**config.mk**
```make
export PLATFORM = sky130hd
export DESIGN_NAME = rds_seq
export DESIGN_NICKNAME = d
export VERILOG_FILES = /design/src/rds_pkg.sv /design/src/rds_seq.sv
export SDC_FILE = /design/constraint.sdc
export NUM_CORES = 1
export LEC_CHECK = 0
export ABC_AREA = 1
export ABC_CLOCK_PERIOD_IN_PS = 8650
export BUFFER_PORTS_ARGS = -buffer_cell sky130_fd_sc_hd__buf_4
export CAP_MARGIN = 10
export CORE_ASPECT_RATIO = 1.5
export CORE_UTILIZATION = 44
export DETAILED_ROUTE_END_ITERATION = 8
export MAX_ROUTING_LAYER = met4
export PLACE_DENSITY = 0.66
export SKIP_CTS_REPAIR_TIMING = 1
export SYNTH_ARGS = -nofsm -noshare
export SYNTH_HDL_FRONTEND = slang
export SYNTH_SLANG_ARGS = --single-unit
```
**constraint.sdc**
```tcl
create_clock -name core_clk -period 8.65 [get_ports core_clk]
set_input_delay 0.865 -clock core_clk [delete_from_list [all_inputs] [get_ports core_clk]]
set_output_delay 0.865 -clock core_clk [all_outputs]
set_load 0.02 [all_outputs]
```
**src/rds_pkg.sv**
```systemverilog
// Notes on behaviour
// Pin open check is optional step four.
// Host sends step requests with start command.
// Cyclic steps follow their own cycle counts.
// Pin check skips pins one, two, non-analog.
// Pin step lasts settle plus fastest conversion.
// Pull-down applied; low pin flags open fault.
// Cell open step five; cross-verify selects method.
// Terminal n needs cell n; terminal 0 cell 1.
// Cell step lasts twice settle plus conversion.
// Excess drop on cell path flags open fault.
// Balance step six, segments of disabled cells skipped.
// Balance step lasts twice open-load interval.
// Low switch drop flags balance open fault.
// Self-check step seven tests everything, never skips.
// Self-check lasts three fastest conversion cycles.
// Self-check raises separate path and comparator faults.
// Self-check done flag, cleared by host read.
// Count zero excludes step; one runs every cycle.
// Steps run in order; unselected take no time.

package rds_pkg;

  // ------------------------------------------------------------------
  // Sizes and timing
  // ------------------------------------------------------------------
  localparam int PIN_N = 9;
  localparam int TERM_N = 15;
  localparam int CELL_N = 14;
  localparam int FILT_W = 3;
  localparam int NCYC_W = 3;
  localparam int PERIOD_W = 11;
  localparam int TMR_W = 24;
  localparam int CLK_PERIOD_NS = 5;
  localparam int FAST_CONV_NS = 10000;
  localparam int PIN_OPEN_SETTLE_NS = 5000;
  localparam int CELL_OPEN_SETTLE_NS = 4000;
  localparam int BAL_OPENLOAD_NS = 15000;
  localparam int FAST_CONV_CYC = (FAST_CONV_NS + CLK_PERIOD_NS - 1) / CLK_PERIOD_NS;
  localparam int PIN_OPEN_SETTLE_CYC = (PIN_OPEN_SETTLE_NS + CLK_PERIOD_NS - 1) / CLK_PERIOD_NS;
  localparam int CELL_OPEN_SETTLE_CYC = (CELL_OPEN_SETTLE_NS + CLK_PERIOD_NS - 1) / CLK_PERIOD_NS;
  localparam int BAL_OPENLOAD_CYC = (BAL_OPENLOAD_NS + CLK_PERIOD_NS - 1) / CLK_PERIOD_NS;
  localparam logic [1:0] PIN_CFG_ANALOG = 2'h0;
  localparam logic [NCYC_W-1:0] NCYC_EXCLUDED = 3'h0;
  localparam logic [PERIOD_W-1:0] OCCUR_MASK [8] = '{11'h000, 11'h000, 11'h003, 11'h00f,
                                                    11'h03f, 11'h07f, 11'h1ff, 11'h3ff};

  // ------------------------------------------------------------------
  // Types
  // ------------------------------------------------------------------
  typedef enum logic [2:0] {
    RDS_IDLE, RDS_WAIT, RDS_PIN, RDS_CELL, RDS_BAL, RDS_SELF
  } rds_state_t;

  typedef struct packed {
    logic self_check;
    logic balance_path;
    logic cell_open;
    logic pin_open;
  } rds_req_t;

  typedef struct packed {
    logic [NCYC_W-1:0] self_check;
    logic [NCYC_W-1:0] balance_path;
    logic [NCYC_W-1:0] cell_open;
    logic [NCYC_W-1:0] pin_open;
  } rds_ncyc_t;

  typedef struct packed {
    logic cell_path;
    logic sense_path;
    logic pin_path;
    logic stack_comparator;
    logic regulator_comparator;
    logic comm_supply_comparator;
    logic reference_comparator;
    logic balance_high_side;
    logic balance_low_side;
  } rds_bist_t;

  typedef struct packed {
    logic [PIN_N-1:0] pin_low;
    logic [TERM_N-1:0] cell_drop_high;
    logic [CELL_N-1:0] balance_vds_low;
    rds_bist_t bist;
  } rds_sense_t;

  typedef struct packed {
    logic [PIN_N-1:0] pin_open;
    logic [TERM_N-1:0] cell_open;
    logic [CELL_N-1:0] balance_open;
    rds_bist_t bist;
  } rds_fault_t;

endpackage : rds_pkg

```
**src/rds_seq.sv**
```systemverilog
`timescale 1ns/1ps
`default_nettype none

module rds_seq #(
  parameter int FAST_CONV_CYC = rds_pkg::FAST_CONV_CYC
) (
  input wire logic core_clk,                                   // Block clock, 200 MHz.
  input wire logic sys_rst,                                    // Asynchronous reset, active high.
  input wire logic soc_pulse,                                  // On-demand start, one cycle.
  input wire rds_pkg::rds_req_t soc_req,                       // Step requests of the start frame.
  input wire logic cycle_pulse,                                // Cyclic start, one cycle.
  input wire logic prior_done,                                 // Earlier routine steps finished.
  input wire rds_pkg::rds_ncyc_t ncycle,                       // Per-step cycle-count fields.
  input wire logic [2*rds_pkg::PIN_N-1:0] pin_config,          // Two-bit configuration per pin.
  input wire logic [rds_pkg::CELL_N-1:0] cell_channel_enable,  // Cell enables.
  input wire logic converter_cross_verify,                     // Cell check method select.
  input wire logic [rds_pkg::FILT_W-1:0] filter_soc,           // Filter for on-demand runs.
  input wire logic [rds_pkg::FILT_W-1:0] filter_cycle,         // Filter for cyclic runs.
  input wire rds_pkg::rds_sense_t sense,                       // Analog results, asynchronous.
  input wire logic fault_clear,                                // Host clears faults, one cycle.
  input wire logic done_read,                                  // Host reads the done flag.
  output logic busy,                                           // Sequence in progress.
  output logic diag_done,                                      // Diagnostic steps over, one cycle.
  output logic [rds_pkg::PIN_N-1:0] pin_pulldown_en,           // Pull-down current per pin.
  output logic [rds_pkg::TERM_N-1:0] cell_open_test_en,        // Cell terminal test per terminal.
  output logic cell_cross_mode,                                // Method used by the cell test.
  output logic [rds_pkg::CELL_N-1:0] balance_test_en,          // Balance segment test.
  output logic self_check_run,                                 // Built-in self-test active.
  output rds_pkg::rds_fault_t faults,                          // Sticky failure flags.
  output logic config_override,                                // Configuration override request.
  output logic self_check_finished                             // Self-check done flag.
);

  // ------------------------------------------------------------------
  // Parameter checks
  // ------------------------------------------------------------------
  if (FAST_CONV_CYC < 1 || (FAST_CONV_CYC << 7) > 2 ** (rds_pkg::TMR_W - 2)) begin : g_chk
    $error("FAST_CONV_CYC out of range");
  end

  if (rds_pkg::TERM_N != rds_pkg::CELL_N + 1) begin : g_chk_term
    $error("TERM_N must be CELL_N plus one");
  end

  if (rds_pkg::NCYC_W != 3 || rds_pkg::FILT_W != 3) begin : g_chk_ncyc
    $error("Cycle-count and filter fields must be three bits wide");
  end

  // ------------------------------------------------------------------
  // Declarations
  // ------------------------------------------------------------------
  rds_pkg::rds_state_t state_q;
  rds_pkg::rds_state_t state_d;
  rds_pkg::rds_req_t sel_q;
  rds_pkg::rds_req_t cyc_sel;
  rds_pkg::rds_sense_t sense_meta_q;
  rds_pkg::rds_sense_t sense_sync_q;
  rds_pkg::rds_fault_t faults_q;
  rds_pkg::rds_fault_t new_fault;
  logic cyclic_q;
  logic [rds_pkg::PERIOD_W-1:0] period_q;
  logic [rds_pkg::TMR_W-1:0] timer_q;
  logic [rds_pkg::TMR_W-1:0] dur_d;
  logic [rds_pkg::TMR_W-1:0] conv_cyc;
  logic [rds_pkg::FILT_W-1:0] filt;
  logic [rds_pkg::PIN_N-1:0] pin_mask;
  logic [rds_pkg::TERM_N-1:0] term_mask;
  logic step_end;
  logic busy_q;
  logic diag_done_q;
  logic [rds_pkg::PIN_N-1:0] pin_pulldown_q;
  logic [rds_pkg::TERM_N-1:0] cell_test_q;
  logic cross_mode_q;
  logic [rds_pkg::CELL_N-1:0] bal_test_q;
  logic self_run_q;
  logic override_q;
  logic finished_q;

  // ------------------------------------------------------------------
  // Step selection helpers
  // ------------------------------------------------------------------
  // Returns the first selected step at or after position from.
  function automatic rds_pkg::rds_state_t pick(input rds_pkg::rds_req_t s, input int from);
    rds_pkg::rds_state_t r;
    r = rds_pkg::RDS_IDLE;
    if (from <= 3 && s.self_check) begin
      r = rds_pkg::RDS_SELF;
    end
    if (from <= 2 && s.balance_path) begin
      r = rds_pkg::RDS_BAL;
    end
    if (from <= 1 && s.cell_open) begin
      r = rds_pkg::RDS_CELL;
    end
    if (from <= 0 && s.pin_open) begin
      r = rds_pkg::RDS_PIN;
    end
    return r;
  endfunction : pick

  // A step joins this cycle when its count is nonzero and the period count is aligned.
  function automatic logic due(input logic [rds_pkg::NCYC_W-1:0] n,
                               input logic [rds_pkg::PERIOD_W-1:0] p);
    return (n != rds_pkg::NCYC_EXCLUDED) && ((p & rds_pkg::OCCUR_MASK[n]) == '0);
  endfunction : due

  always_comb begin
    cyc_sel.pin_open = due(ncycle.pin_open, period_q);
    cyc_sel.cell_open = due(ncycle.cell_open, period_q);
    cyc_sel.balance_path = due(ncycle.balance_path, period_q);
    cyc_sel.self_check = due(ncycle.self_check, period_q);
  end

  // ------------------------------------------------------------------
  // Skip masks
  // ------------------------------------------------------------------
  // Pins one and two are never tested; the rest only as analog inputs.
  always_comb begin
    pin_mask = '0;
    for (int i = 2; i < rds_pkg::PIN_N; i++) begin
      pin_mask[i] = (pin_config[2*i +: 2] == rds_pkg::PIN_CFG_ANALOG);
    end
  end

  assign term_mask = {cell_channel_enable, cell_channel_enable[0]};

  // ------------------------------------------------------------------
  // Step durations
  // ------------------------------------------------------------------
  assign filt = cyclic_q ? filter_cycle : filter_soc;
  assign conv_cyc = rds_pkg::TMR_W'(FAST_CONV_CYC) << filt;

  // The length is loaded on entry; the cell step follows the active filter.
  always_comb begin
    dur_d = '0;
    unique case (state_d)
      rds_pkg::RDS_PIN: begin
        dur_d = rds_pkg::TMR_W'(rds_pkg::PIN_OPEN_SETTLE_CYC + FAST_CONV_CYC);
      end
      rds_pkg::RDS_CELL: begin
        dur_d = (rds_pkg::TMR_W'(rds_pkg::CELL_OPEN_SETTLE_CYC) + conv_cyc) << 1;
      end
      rds_pkg::RDS_BAL: begin
        dur_d = rds_pkg::TMR_W'(2 * rds_pkg::BAL_OPENLOAD_CYC);
      end
      rds_pkg::RDS_SELF: begin
        dur_d = rds_pkg::TMR_W'(3 * FAST_CONV_CYC);
      end
      rds_pkg::RDS_IDLE, rds_pkg::RDS_WAIT: begin
        dur_d = '0;
      end
    endcase
  end

  // ------------------------------------------------------------------
  // Sequencer
  // ------------------------------------------------------------------
  assign step_end = (timer_q == '0);

  always_comb begin
    state_d = state_q;
    unique case (state_q)
      rds_pkg::RDS_IDLE: begin
        if (soc_pulse || cycle_pulse) begin
          state_d = rds_pkg::RDS_WAIT;
        end
      end
      rds_pkg::RDS_WAIT: begin
        if (prior_done) begin
          state_d = pick(sel_q, 0);
        end
      end
      rds_pkg::RDS_PIN: begin
        if (step_end) begin
          state_d = pick(sel_q, 1);
        end
      end
      rds_pkg::RDS_CELL: begin
        if (step_end) begin
          state_d = pick(sel_q, 2);
        end
      end
      rds_pkg::RDS_BAL: begin
        if (step_end) begin
          state_d = pick(sel_q, 3);
        end
      end
      rds_pkg::RDS_SELF: begin
        if (step_end) begin
          state_d = rds_pkg::RDS_IDLE;
        end
      end
    endcase
  end

  always_ff @(posedge core_clk or posedge sys_rst) begin
    if (sys_rst) begin
      state_q <= rds_pkg::RDS_IDLE;
    end else begin
      state_q <= state_d;
    end
  end

  // Step timer reloads on every change of step, so a skipped step costs nothing.
  always_ff @(posedge core_clk or posedge sys_rst) begin
    if (sys_rst) begin
      timer_q <= '0;
    end else if (state_d != state_q) begin
      timer_q <= dur_d - rds_pkg::TMR_W'(1);
    end else if (timer_q != '0) begin
      timer_q <= timer_q - rds_pkg::TMR_W'(1);
    end
  end

  // Selection is taken only from the start frame itself or from the cycle counts.
  always_ff @(posedge core_clk or posedge sys_rst) begin
    if (sys_rst) begin
      sel_q <= '0;
      cyclic_q <= 1'b0;
    end else if (state_q == rds_pkg::RDS_IDLE && soc_pulse) begin
      sel_q <= soc_req;
      cyclic_q <= 1'b0;
    end else if (state_q == rds_pkg::RDS_IDLE && cycle_pulse) begin
      sel_q <= cyc_sel;
      cyclic_q <= 1'b1;
    end
  end

  always_ff @(posedge core_clk or posedge sys_rst) begin
    if (sys_rst) begin
      period_q <= '0;
    end else if (state_q == rds_pkg::RDS_IDLE && !soc_pulse && cycle_pulse) begin
      period_q <= period_q + rds_pkg::PERIOD_W'(1);
    end
  end

  always_ff @(posedge core_clk or posedge sys_rst) begin
    if (sys_rst) begin
      busy_q <= 1'b0;
      diag_done_q <= 1'b0;
    end else begin
      busy_q <= (state_d != rds_pkg::RDS_IDLE);
      diag_done_q <= (state_q != rds_pkg::RDS_IDLE) && (state_q != rds_pkg::RDS_WAIT)
                     && (state_d == rds_pkg::RDS_IDLE);
    end
  end

  // ------------------------------------------------------------------
  // Analog controls
  // ------------------------------------------------------------------
  // Step enables follow the next state, so each stands for exactly its step; cross mode copies converter_cross_verify every cycle.
  always_ff @(posedge core_clk or posedge sys_rst) begin
    if (sys_rst) begin
      pin_pulldown_q <= '0;
      cell_test_q <= '0;
      cross_mode_q <= 1'b0;
      bal_test_q <= '0;
      self_run_q <= 1'b0;
    end else begin
      pin_pulldown_q <= (state_d == rds_pkg::RDS_PIN) ? pin_mask : '0;
      cell_test_q <= (state_d == rds_pkg::RDS_CELL) ? term_mask : '0;
      cross_mode_q <= converter_cross_verify;
      bal_test_q <= (state_d == rds_pkg::RDS_BAL) ? cell_channel_enable : '0;
      self_run_q <= (state_d == rds_pkg::RDS_SELF);
    end
  end

  // ------------------------------------------------------------------
  // Result synchroniser
  // ------------------------------------------------------------------
  // Analog results change at any time; two flops guard against metastability.
  always_ff @(posedge core_clk or posedge sys_rst) begin
    if (sys_rst) begin
      sense_meta_q <= '0;
      sense_sync_q <= '0;
    end else begin
      sense_meta_q <= sense;
      sense_sync_q <= sense_meta_q;
    end
  end

  // ------------------------------------------------------------------
  // Fault capture
  // ------------------------------------------------------------------
  // Results are judged in the last cycle of each step, only on tested channels.
  always_comb begin
    new_fault = '0;
    if (step_end && state_q == rds_pkg::RDS_PIN) begin
      new_fault.pin_open = sense_sync_q.pin_low & pin_pulldown_q;
    end
    if (step_end && state_q == rds_pkg::RDS_CELL) begin
      new_fault.cell_open = sense_sync_q.cell_drop_high & cell_test_q;
    end
    if (step_end && state_q == rds_pkg::RDS_BAL) begin
      new_fault.balance_open = sense_sync_q.balance_vds_low & bal_test_q;
    end
    if (step_end && state_q == rds_pkg::RDS_SELF) begin
      new_fault.bist = sense_sync_q.bist;
    end
  end

  // A fault arriving with the clear stays set.
  always_ff @(posedge core_clk or posedge sys_rst) begin
    if (sys_rst) begin
      faults_q <= '0;
    end else begin
      faults_q <= (fault_clear ? '0 : faults_q) | new_fault;
    end
  end

  always_ff @(posedge core_clk or posedge sys_rst) begin
    if (sys_rst) begin
      override_q <= 1'b0;
    end else begin
      override_q <= (override_q && !fault_clear) || (|new_fault);
    end
  end

  always_ff @(posedge core_clk or posedge sys_rst) begin
    if (sys_rst) begin
      finished_q <= 1'b0;
    end else begin
      finished_q <= (finished_q && !done_read)
                    || (step_end && state_q == rds_pkg::RDS_SELF);
    end
  end

  // ------------------------------------------------------------------
  // Outputs
  // ------------------------------------------------------------------
  assign busy = busy_q;
  assign diag_done = diag_done_q;
  assign pin_pulldown_en = pin_pulldown_q;
  assign cell_open_test_en = cell_test_q;
  assign cell_cross_mode = cross_mode_q;
  assign balance_test_en = bal_test_q;
  assign self_check_run = self_run_q;
  assign faults = faults_q;
  assign config_override = override_q;
  assign self_check_finished = finished_q;

endmodule : rds_seq

`default_nettype wire

```
==> results of run 1 <==
## cell type report
class,instances,area (um2)
Tap cell,260,325
Multi-Input combinational cell,576,2850
Clock inverter,7,77.6
Sequential cell,218,5460
Fill cell,1770,8550
Inverter,126,480
Timing Repair Buffer,190,1430
Clock buffer,30,619
## path summary, 6_finish.rpt
kind	start	to	slack [ns]	depth (start not counted)
min in group asynchronous	sys_rst	faults[30]	0.59	2
hold reg to reg	sense_meta_q[19]	sense_sync_q[19]	0.34	0
max in group asynchronous	sys_rst	sense_meta_q[42]	6.49	3
hold / removal	sense_meta_q[19]	sense_sync_q[19]	0.34	0
setup / recovery	timer_q[20]	timer_q[15]	4.75	22
setup reg to reg	timer_q[20]	timer_q[15]	4.75	22
## registers in the layout (all words and copies together) (netlist names)
register and count:
balance_test_en 14, busy 1, cell_cross_mode 1, cell_open_test_en 14, config_override 1, cyclic_q 1
diag_done 1, faults 45, period_q 10, pin_pulldown_en 7, sel_q 4, self_check_finished 1
self_check_run 1, sense_meta_q 45, sense_sync_q 45, state_q 3, timer_q 24
## placed cells by master, fill, tap and decap left out, types with 3 or more instances in the layout
| cell | count |
|---|---|
| sky130_fd_sc_hd__dfrtp_1 | 218 |
| sky130_fd_sc_hd__o211ai_1 | 4 |
| sky130_fd_sc_hd__o21ai_1 | 4 |
| sky130_fd_sc_hd__nand3_1 | 76 |
| sky130_fd_sc_hd__nand2_1 | 180 |
| sky130_fd_sc_hd__clkbuf_1 | 3 |
| sky130_fd_sc_hd__clkinvlp_4 | 4 |
| sky130_fd_sc_hd__nor2_2 | 13 |
| sky130_fd_sc_hd__conb_1 | 4 |
| sky130_fd_sc_hd__or2_2 | 4 |
| sky130_fd_sc_hd__o21ai_0 | 65 |
| sky130_fd_sc_hd__inv_2 | 6 |
| sky130_fd_sc_hd__a21oi_1 | 25 |
| sky130_fd_sc_hd__nor3_1 | 13 |
| sky130_fd_sc_hd__nand3b_1 | 4 |
| sky130_fd_sc_hd__buf_4 | 190 |
| sky130_fd_sc_hd__clkbuf_8 | 6 |
| sky130_fd_sc_hd__nand2_2 | 17 |
| sky130_fd_sc_hd__xor2_1 | 7 |
| sky130_fd_sc_hd__nand2_4 | 6 |
| sky130_fd_sc_hd__inv_1 | 118 |
| sky130_fd_sc_hd__nor2_1 | 99 |
| sky130_fd_sc_hd__nor2_4 | 10 |
| sky130_fd_sc_hd__clkbuf_16 | 21 |
| sky130_fd_sc_hd__nand4_1 | 19 |
| sky130_fd_sc_hd__ha_1 | 4 |
## through the flow
stage          hold WS, ns  instances  worst slack (ns)
4_1_cts              0.346       1407              4.77
3_5_place_dp         0.335       1370              4.79
3_3_place_gp         0.331       1370              4.83
2_1_floorplan        0.331        939              1.82
6_report             0.345       1407              4.75
5_1_grt              0.353       1407              4.34
## worst max-delay path, stage by stage, from the launching register on
cell and delay, ns:
sky130_fd_sc_hd__dfrtp_1 0.38, sky130_fd_sc_hd__nor2_1 0.27, sky130_fd_sc_hd__nand2_1 0.11, sky130_fd_sc_hd__nor2_2 0.20
sky130_fd_sc_hd__nand3_4 0.21, sky130_fd_sc_hd__nor2_4 0.39, sky130_fd_sc_hd__nor2_1 0.08, sky130_fd_sc_hd__nand2_1 0.07
sky130_fd_sc_hd__nand2_1 0.08, sky130_fd_sc_hd__nand2_2 0.09, sky130_fd_sc_hd__a21oi_1 0.15, sky130_fd_sc_hd__nand2_1 0.63
sky130_fd_sc_hd__a21oi_1 0.09, sky130_fd_sc_hd__nand2_1 0.15, sky130_fd_sc_hd__nand2_1 0.12, sky130_fd_sc_hd__nor2_1 0.17
sky130_fd_sc_hd__nand2_1 0.11, sky130_fd_sc_hd__nor2_4 0.17, sky130_fd_sc_hd__nand2_2 0.08, sky130_fd_sc_hd__inv_2 0.08
sky130_fd_sc_hd__nand2_1 0.05, sky130_fd_sc_hd__nand2_1 0.06, sky130_fd_sc_hd__nor2_1 0.03
## report_power, final
group	internal (mW)	switching, mW	leakage (nW)
registers	1.17	0.0949	2.77
clock network	0.531	0.379	0.329
logic	0.634	1.35	2.62
total	2.34	1.82	5.71
## kinds of logic (layout without fill, tap and decap cells)
| kind of cell | count (synthesis) | count (layout) | synth area share, % |
|---|---|---|---|
| flip-flops | 218 | 218 | 61.4 |
| buffers and inverters | 145 | 353 | 6.61 |
| AO/OA/AOI/OAI | 110 | 110 | 6.72 |
| other | 1 | 4 | 0.0422 |
| XOR/XNOR | 8 | 8 | 0.789 |
| AND/OR/NAND/NOR | 450 | 450 | 23.8 |
| adder cells (fa/ha/maj) | 4 | 4 | 0.564 |
## per-layer routing
metal,share of wire [%],wire length (um)
met1,39,8570
met2,54,11900
met3,4.0,881
met4,2.5,539
met5,0,0
==> qor.json, run 1 <==
{
  "outcome": {"value": "completed"},
  "gp_routability_congestion": {"value": 0.856},
  "max_cap_viol_count": {"value": 0},
  "p_leak": {"value": 5.71, "unit": "nW"},
  "global_route.overflow_total": {"value": 0},
  "row_count": {"value": 63},
  "setup.worst_path.start_class": {"value": "register"},
  "avgRoutedWirePerCell": {"value": 15.5, "unit": "um"},
  "remaining_drc_errors": {"value": 0},
  "setup_viol": {"value": 0},
  "report.power.total": {"value": 4.16, "unit": "mW"},
  "grt_start_max_net_pins": {"value": 144},
  "initial_core_util": {"value": 44.9, "unit": "%"},
  "synth.lib_cells_used.distinct": {"value": 44},
  "drtIter0Drc": {"value": 296},
  "fp.dieArea": {"value": 0.0208, "unit": "mm2"},
  "yosysSeqAreaShare": {"value": 61.4, "unit": "%"},
  "grt_setup_unrepaired": {"value": "no"},
  "clock_insertion_delay_worst_skew": {"value": 0.49, "unit": "ns"},
  "nNetsFinal": {"value": 1246},
  "predominant_post_synthesis_flop_cell": {"value": "sky130_fd_sc_hd__dfrtp_1"},
  "timing.final.max_slew_violations": {"value": 0},
  "synthToLayoutAreaGrowth": {"value": 26.5, "unit": "%"},
  "cts_tree": {"value": "yes"},
  "fraction_of_final_layout_cells_sized_beyond_drive_strength_1": {"value": 25.0, "unit": "%"},
  "cell_type_contributing_the_most_total_cell_area_after_synthesis": {"value": "sky130_fd_sc_hd__dfrtp_1"},
  "chipWidth": {"value": 118, "unit": "um"},
  "cts.sinks": {"value": 218},
  "worst_clock_skew": {"value": 0.0105, "unit": "ns"},
  "ys_seq_elements": {"value": 218},
  "data_arrival_time_at_the_worst_slack_endpoint": {"value": 4.25, "unit": "ns"},
  "fmax": {"value": 0.256, "unit": "GHz"},
  "ys.warnings.count": {"value": 0},
  "core_region_area": {"value": 0.0198, "unit": "mm2"},
  "via_per_inst": {"value": 4.92},
  "dpl.hpwl": {"value": 16400, "unit": "um"},
  "synthesis.instances": {"value": 936},
  "grt_pass1_wl": {"value": 34700, "unit": "um"},
  "yosysMostFrequentCell": {"value": "sky130_fd_sc_hd__dfrtp_1"},
  "final_cell_area": {"value": 0.0112, "unit": "mm2"},
  "tritoncts.num_buffers": {"value": 21},
  "timing.max_slew.rel_slack": {"value": 24.3, "unit": "%"},
  "pwr_density_cell": {"value": 370, "unit": "mW/mm2"},
  "finalWorstPathRequiredPeriod": {"value": 3.90, "unit": "ns"},
  "finalHoldViolCount": {"value": 0},
  "routed_wl": {"value": 21800, "unit": "um"},
  "die-height": {"value": 176, "unit": "um"},
  "async_s_r_ff_share_synth": {"value": 100, "unit": "%"},
  "clk_root_buffer_cell": {"value": "sky130_fd_sc_hd__clkbuf_16"},
  "top_cells_by_area_synth": {"value": "sky130_fd_sc_hd__dfrtp_1 (61%), sky130_fd_sc_hd__nand2_1 (7.6%), sky130_fd_sc_hd__inv_1 (5.0%), sky130_fd_sc_hd__nand3_1 (4.3%), sky130_fd_sc_hd__nor2_1 (4.2%)"},
  "cts_max_path_buffers": {"value": 3},
  "worst_hold_class": {"value": "register to register"},
  "grt.busiest_layer": {"value": "met2"},
  "drt_pre_antenna_iters": {"value": 5},
  "cts_htree_levels": {"value": 1},
  "cp_data_required_time": {"value": 9.00, "unit": "ns"},
  "post_synthesis_cell_area": {"value": 0.00888, "unit": "mm2"},
  "power.ir.vdd_worst": {"value": 0.000220, "unit": "V"},
  "postLayoutCoreUtil": {"value": 56.8, "unit": "%"},
  "gr-usage-all-layers": {"value": 22.1, "unit": "%"},
  "grt_pass1_vias": {"value": 6835},
  "antenna_cells": {"value": 0},
  "worst-setup-path-type": {"value": "register to register"},
  "crit_path_end_kind": {"value": "register"},
  "finalSetupTns": {"value": 0, "unit": "ns"},
  "global_route.usage.met2": {"value": 41.3, "unit": "%"},
  "post_dp_cell_area": {"value": 0.0105, "unit": "mm2"},
  "cts.clk_slew.worst_paths": {"value": 0.07, "unit": "ns"},
  "post-synth-top-area-fraction": {"value": 61.4, "unit": "%"},
  "met3_usage": {"value": 2.23, "unit": "%"},
  "num_io_pins": {"value": 200},
  "antenna_violations_before_repair": {"value": 0},
  "synth-edff-count": {"value": 0},
  "drtAntennaViolNets": {"value": 0},
  "grt.met1_usage": {"value": 24.6, "unit": "%"},
  "worst-path-max-fanout": {"value": 20},
  "final_min_period_over_clock_period": {"value": 45.1, "unit": "%"},
  "max_slew.worst_pin.slew": {"value": 1.13, "unit": "ns"},
  "synth_common_cells": {"value": "sky130_fd_sc_hd__dfrtp_1 (218), sky130_fd_sc_hd__nand2_1 (180), sky130_fd_sc_hd__inv_1 (119)"},
  "placement.io_buffers": {"value": 189},
  "synth_area_per_cell": {"value": 9.49, "unit": "um2"},
  "via_count": {"value": 6925}
}
No activity file was read; power rests on OpenSTA's default activity.
==> inputs of run 2 (changes only) <==
--- a/config.mk
+++ b/config.mk
@@ -6,14 +6,14 @@
 export NUM_CORES = 1
 export LEC_CHECK = 0
 export ABC_AREA = 1
-export ABC_CLOCK_PERIOD_IN_PS = 8650
+export ABC_CLOCK_PERIOD_IN_PS = 3300
 export BUFFER_PORTS_ARGS = -buffer_cell sky130_fd_sc_hd__buf_4
 export CAP_MARGIN = 10
 export CORE_ASPECT_RATIO = 1.5
 export CORE_UTILIZATION = 44
 export DETAILED_ROUTE_END_ITERATION = 8
 export MAX_ROUTING_LAYER = met4
-export PLACE_DENSITY = 0.66
+export PLACE_DENSITY = 0.69
 export SKIP_CTS_REPAIR_TIMING = 1
 export SYNTH_ARGS = -nofsm -noshare
 export SYNTH_HDL_FRONTEND = slang
==> constraint.sdc (replaced) <==
create_clock -name core_clk -period 3.3 [get_ports core_clk]
set_input_delay 0.33 -clock core_clk [delete_from_list [all_inputs] [get_ports core_clk]]
set_output_delay 0.33 -clock core_clk [all_outputs]
set_load 0.02 [all_outputs]
==> run 2 against run 1 <==
Effect of this change: count of clock-buffer cells in the layout decreased by 3; sequential share of layout area down 3.8 points; fmax rose by 30%; design area grew 8.4%; combinational power grew to 3.0 times the previous value; clock power rose to 2.7 times the previous value; via count rose by 7.8%; register-to-register slack got worse by 4.5 ns; global-route usage grew 0.99 points; utilization rose by 4.8 points.
==> qor.json, run 2 (synthesis results as in run 1) <==
{
  "nNetsFinal": {"value": 1335},
  "grt_pass1_wl": {"value": 36500, "unit": "um"},
  "fraction_of_final_layout_cells_sized_beyond_drive_strength_1": {"value": 26.6, "unit": "%"},
  "timing.max_slew.rel_slack": {"value": 48.3, "unit": "%"},
  "setup_viol": {"value": 0},
  "cts.clk_slew.worst_paths": {"value": 0.06, "unit": "ns"},
  "row_count": {"value": 63},
  "avgRoutedWirePerCell": {"value": 15.8, "unit": "um"},
  "cts_htree_levels": {"value": 1},
  "report.power.total": {"value": 11.7, "unit": "mW"},
  "fp.dieArea": {"value": 0.0208, "unit": "mm2"},
  "antenna_cells": {"value": 0},
  "drtIter0Drc": {"value": 380},
  "worst_path_largest_cell_delay": {"value": 0.59, "unit": "ns"},
  "cp_top_family": {"value": "simple AND/OR/NAND/NOR gates"},
  "finalWorstPathRequiredPeriod": {"value": 3.00, "unit": "ns"},
  "cts.sinks": {"value": 218},
  "pwr_density_cell": {"value": 961, "unit": "mW/mm2"},
  "via_count": {"value": 7464},
  "timing.final.max_slew_violations": {"value": 0},
  "max_cap_viol_count": {"value": 0},
  "worst-path-max-fanout": {"value": 7},
  "cp_data_required_time": {"value": 3.72, "unit": "ns"},
  "final_min_period_over_clock_period": {"value": 91.0, "unit": "%"},
  "global_route.overflow_total": {"value": 0},
  "clk_root_buffer_cell": {"value": "sky130_fd_sc_hd__clkbuf_16"},
  "finalHoldViolCount": {"value": 0},
  "worst_clock_skew": {"value": 0.0105, "unit": "ns"},
  "via_per_inst": {"value": 4.99},
  "clock_insertion_delay_worst_skew": {"value": 0.49, "unit": "ns"},
  "fmax": {"value": 0.333, "unit": "GHz"},
  "grt_start_max_net_pins": {"value": 80},
  "routed_wl": {"value": 23600, "unit": "um"},
  "die-height": {"value": 176, "unit": "um"},
  "gp_routability_congestion": {"value": 0.843},
  "cts_max_path_buffers": {"value": 3},
  "placement.io_buffers": {"value": 189},
  "worst-setup-path-type": {"value": "register to register"},
  "antenna_violations_before_repair": {"value": 0},
  "grt_setup_unrepaired": {"value": "no"},
  "power.ir.vdd_worst": {"value": 0.000691, "unit": "V"},
  "initial_core_util": {"value": 44.9, "unit": "%"},
  "p_leak": {"value": 6.16, "unit": "nW"},
  "data_arrival_time_at_the_worst_slack_endpoint": {"value": 3.43, "unit": "ns"},
  "drtAntennaViolNets": {"value": 0},
  "finalSetupTns": {"value": 0, "unit": "ns"},
  "gr-usage-all-layers": {"value": 23.1, "unit": "%"},
  "synthToLayoutAreaGrowth": {"value": 37.1, "unit": "%"},
  "remaining_drc_errors": {"value": 0},
  "instances_no_fill": {"value": 1495},
  "grt_pass1_vias": {"value": 7344},
  "layout.cells.most_common": {"value": "sky130_fd_sc_hd__dfrtp_1"},
  "cp_num_buf_inv": {"value": 3},
  "num_io_pins": {"value": 200},
  "worst_hold_class": {"value": "primary input to register"},
  "most-common-layout-cells": {"value": "sky130_fd_sc_hd__dfrtp_1 (217), sky130_fd_sc_hd__buf_4 (215), sky130_fd_sc_hd__nand2_1 (176)"},
  "max_slew.worst_pin.slew": {"value": 0.772, "unit": "ns"},
  "crit_path_end_kind": {"value": "register"},
  "dpl.hpwl": {"value": 16900, "unit": "um"},
  "tritoncts.num_buffers": {"value": 20},
  "cts_tree": {"value": "yes"},
  "post-place-cells": {"value": 1396},
  "core_region_area": {"value": 0.0198, "unit": "mm2"},
  "drt_pre_antenna_iters": {"value": 5},
  "outcome": {"value": "completed"},
  "chipWidth": {"value": 118, "unit": "um"},
  "path_cells": {"value": "nor2_1, nand2_1, nor2_4, nand3_4, buf_4, nand2_1, and2_1, nand2_2, a21oi_2, buf_4, nand3_1, nor3_1, dlygate4sd3_1"},
  "timing.critical_path.slowest_stage_cell": {"value": "sky130_fd_sc_hd__dlygate4sd3_1"},
  "setup.worst_path.start_class": {"value": "register"}
}
-- run 2: final cells by class --
type / count / area, um2
Clock buffer: 27 / 598
Multi-Input combinational cell: 577 / 2930
Clock inverter: 8 / 100
Fill cell: 1626 / 7610
Inverter: 126 / 477
Tap cell: 260 / 325
Timing Repair Buffer: 279 / 2290
Sequential cell: 218 / 5460
-- run 2: routing by layer --
layer,part of all wire (%),vias to the layer above,GRT usage [%]
met5,0,-,-
met4,3.0,0,8.01
met3,5.2,49,2.91
met2,55,241,43.2
met1,37,3630,25.0
li1,-,3544,-
-- run 2: worst paths after layout --
check	slack, ns	cells after the start	end	from
setup / recovery	0.30	13	pin_pulldown_en[5]	timer_q[22]
hold / removal	0.008	2	pin_pulldown_en[3]	pin_config[7]
setup reg to reg	0.30	13	pin_pulldown_en[5]	timer_q[22]
hold reg to reg	0.34	0	sense_sync_q[46]	sense_meta_q[46]
max in group asynchronous	2.00	4	sense_meta_q[3]	sys_rst
min in group asynchronous	0.50	3	sense_meta_q[28]	sys_rst
-- run 2: worst register-to-register path: cells and delay by family (launching register included) --
kind	cells	cell delay [ns]
buf+inv	3	0.94
compound gates	1	0.21
simple gates	9	1.39
flops	1	0.39
-- run 2: report_power, final --
group | internal, mW | switching [mW]
combinational | 2.20 | 3.76
sequential | 3.07 | 0.248
clock | 1.43 | 0.984
total | 6.70 | 5.00
-- run 2: per-stage QoR --
stage | instance area (um2) | hold WS, ns | utilization (%) | setup WS [ns]
after CTS | 11500 | -0.0688 | 58.0 | 0.109
after detailed placement | 10800 | 0.335 | 54.5 | 0.129
final | 12200 | 0.00788 | 61.5 | 0.296
after global placement | 10800 | 0.331 | 54.5 | 0.175
after global routing | 12200 | -0.00626 | 61.5 | 0.00694
after floorplan | 8890 | 0.331 | - | 0.130
==> inputs of run 3 (changes only) <==
--- a/config.mk
+++ b/config.mk
@@ -9,11 +9,14 @@
 export ABC_CLOCK_PERIOD_IN_PS = 3300
 export BUFFER_PORTS_ARGS = -buffer_cell sky130_fd_sc_hd__buf_4
 export CAP_MARGIN = 10
+export CELL_PAD_IN_SITES_DETAIL_PLACEMENT = 0
+export CELL_PAD_IN_SITES_GLOBAL_PLACEMENT = 1
 export CORE_ASPECT_RATIO = 1.5
-export CORE_UTILIZATION = 44
+export CORE_MARGIN = 10
+export CORE_UTILIZATION = 37
 export DETAILED_ROUTE_END_ITERATION = 8
 export MAX_ROUTING_LAYER = met4
-export PLACE_DENSITY = 0.69
+export PLACE_DENSITY = 0.75
 export SKIP_CTS_REPAIR_TIMING = 1
 export SYNTH_ARGS = -nofsm -noshare
 export SYNTH_HDL_FRONTEND = slang
==> run 3 against run 2 <==
Effect of this change: hold slack improved by 0.025 ns; first-iteration DRC count up 22%; via count is 2.3% lower; non-clock buffer count grew 33; largest power group unchanged.
==> qor.json, run 3 (synthesis results as in run 1) <==
{
  "outcome": {"value": "completed"},
  "row_count": {"value": 69},
  "tritoncts.num_buffers": {"value": 21},
  "path_cells": {"value": "nor2_4, nand2_1, nor2_4, nand3_4, buf_4, nand2_1, and2_1, nand2_2, nand2_4, nand2_4, nand2_1, nand2_1, nor2_4, buf_4, nand2_1, nand2_1, inv_1, nand2_1, nor2_4, buf_4, nand3_1, nand2_1, a21oi_1"},
  "drtAntennaViolNets": {"value": 0},
  "setup.worst_path.start_class": {"value": "register"},
  "power.combinational.fraction": {"value": 53.9, "unit": "%"},
  "finalSetupTns": {"value": 0, "unit": "ns"},
  "worst_hold_class": {"value": "primary input to register"},
  "drt_pre_antenna_iters": {"value": 4},
  "cts.clk_slew.worst_paths": {"value": 0.07, "unit": "ns"},
  "timing.final.max_slew_violations": {"value": 0},
  "fmax": {"value": 0.330, "unit": "GHz"},
  "finalWorstPathRequiredPeriod": {"value": 3.03, "unit": "ns"},
  "grt_pass1_wl": {"value": 39400, "unit": "um"},
  "routed_wl": {"value": 25600, "unit": "um"},
  "worst-setup-path-type": {"value": "register to register"},
  "cts.sinks": {"value": 218},
  "fillCellCount": {"value": 2167},
  "cp_data_required_time": {"value": 3.71, "unit": "ns"},
  "post_dp_cell_area": {"value": 0.0111, "unit": "mm2"},
  "cts_tree": {"value": "yes"},
  "gr-usage-all-layers": {"value": 16.3, "unit": "%"},
  "clockPowerShare": {"value": 19.1, "unit": "%"},
  "p_switching": {"value": 5.09, "unit": "mW"},
  "layout.cells.most_common": {"value": "sky130_fd_sc_hd__buf_4"},
  "cpMostUsedCell": {"value": "sky130_fd_sc_hd__nand2_1"},
  "chipWidth": {"value": 146, "unit": "um"},
  "data_arrival_time_at_the_worst_slack_endpoint": {"value": 3.44, "unit": "ns"},
  "setup_viol": {"value": 0},
  "fraction_of_final_layout_cells_sized_beyond_drive_strength_1": {"value": 28.4, "unit": "%"},
  "cts_htree_levels": {"value": 1},
  "die-height": {"value": 210, "unit": "um"},
  "dpl.hpwl": {"value": 19300, "unit": "um"},
  "gp_routability_congestion": {"value": 0.839},
  "synthToLayoutAreaGrowth": {"value": 40.2, "unit": "%"},
  "worst_path_largest_cell_delay": {"value": 0.41, "unit": "ns"},
  "power.ir.vdd_worst": {"value": 0.000594, "unit": "V"},
  "fp.dieArea": {"value": 0.0307, "unit": "mm2"},
  "worst-path-max-fanout": {"value": 9},
  "post-place-cells": {"value": 1485},
  "grt_pass1_vias": {"value": 7367},
  "final_min_period_over_clock_period": {"value": 91.8, "unit": "%"},
  "antenna_violations_before_repair": {"value": 0},
  "cts_max_path_buffers": {"value": 3},
  "antenna_cells": {"value": 0},
  "most-common-layout-cells": {"value": "sky130_fd_sc_hd__buf_4 (247), sky130_fd_sc_hd__dfrtp_1 (216), sky130_fd_sc_hd__nand2_1 (178)"},
  "clk_root_buffer_cell": {"value": "sky130_fd_sc_hd__clkbuf_16"},
  "global_route.overflow_total": {"value": 0},
  "clock_insertion_delay_worst_skew": {"value": 0.49, "unit": "ns"},
  "finalHoldViolCount": {"value": 0},
  "drtIter0Drc": {"value": 464},
  "fin_hold_ws": {"value": 0.0332, "unit": "ns"},
  "intPower": {"value": 7.13, "unit": "mW"},
  "nNetsFinal": {"value": 1369},
  "crit_path_end_kind": {"value": "register"},
  "via_count": {"value": 7289},
  "sequentialPowerShare": {"value": 27.1, "unit": "%"},
  "max_slew.worst_pin.slew": {"value": 0.518, "unit": "ns"},
  "instances_no_fill": {"value": 1588},
  "pwr_density_cell": {"value": 981, "unit": "mW/mm2"},
  "avgRoutedWirePerCell": {"value": 16.1, "unit": "um"},
  "worst_clock_skew": {"value": 0.0222, "unit": "ns"},
  "p_sw_share": {"value": 41.7, "unit": "%"},
  "via_per_inst": {"value": 4.59},
  "num_io_pins": {"value": 200},
  "timing.critical_path.slowest_stage_cell": {"value": "sky130_fd_sc_hd__dfrtp_1"},
  "core_region_area": {"value": 0.0237, "unit": "mm2"},
  "grt_start_max_net_pins": {"value": 82},
  "final_cell_area": {"value": 0.0125, "unit": "mm2"},
  "p_leak": {"value": 6.30, "unit": "nW"},
  "placement.io_buffers": {"value": 189},
  "timing.max_slew.rel_slack": {"value": 65.1, "unit": "%"},
  "max_cap_viol_count": {"value": 0},
  "initial_core_util": {"value": 37.5, "unit": "%"},
  "remaining_drc_errors": {"value": 0}
}
run 3: changes by cell type in the layout (fill, tap and decap cells not counted), sizes merged:
| cell | change |
|---|---|
| clkinv | +2 |
| clkbuf | -1 |
| nand3 | +1 |
| nand2 | -1 |
| bufinv | -1 |
| inv | -1 |
| clkinvlp | +2 |
| buf | +32 |
| dlygate4sd3 | +1 |
run 3: per-stage QoR:
stage	util [%]	power, mW	setup WS [ns]
CTS	49.6	12.1	0.0380
finish	52.6	12.2	0.272
global placement	46.8	9.68	0.0779
floorplan	-	7.36	0.130
global route	52.6	13.3	-0.0233
detailed placement	46.8	9.75	0.0582
run 3: layout make-up:
class	instances	area, um2	area share [%]
flip-flops and latches	218	5460	43.8
clock inverters	10	90.1	0.723
repair buffers	312	2540	20.4
inverters	126	477	3.83
well taps	319	399	3.21
clock buffers	26	584	4.69
multi-input cells	577	2910	23.4
run 3: critical path, delay by kind of cell (launching register included):
family,cells,cell delay [ns]
and+or+nand+nor,18,1.87
DFF,1,0.41
AOI/OAI and AO/OA,1,0.14
buffers and inverters,4,0.53
run 3: worst paths after layout:
path                       slack (ns)  depth (start not counted)                   to             start
setup / recovery                 0.27                         23          timer_q[17]       timer_q[20]
hold / removal                   0.03                          2  self_check_finished         done_read
setup reg to reg                 0.27                         23          timer_q[17]       timer_q[20]
hold reg to reg                  0.34                          0     sense_sync_q[30]  sense_meta_q[30]
max in group asynchronous        2.18                          4           state_q[0]           sys_rst
min in group asynchronous        0.39                          3           faults[16]           sys_rst
run 3: power groups by stage:
stage | sequential [mW] | combinational, mW | clock [mW]
floorplan | 3.42 | 3.94 | 0
finish | 3.31 | 6.58 | 2.33
detailed placement | 3.35 | 6.40 | 0
global route | 3.35 | 7.42 | 2.51
global placement | 3.35 | 6.33 | 0
CTS | 3.30 | 6.43 | 2.40
run 3: layer usage:
layer | global-route usage (%) | wire (um)
met5 | - | 0
met2 | 29.9 | 13700
met4 | 4.05 | 506
met1 | 18.1 | 10200
met3 | 2.69 | 1200
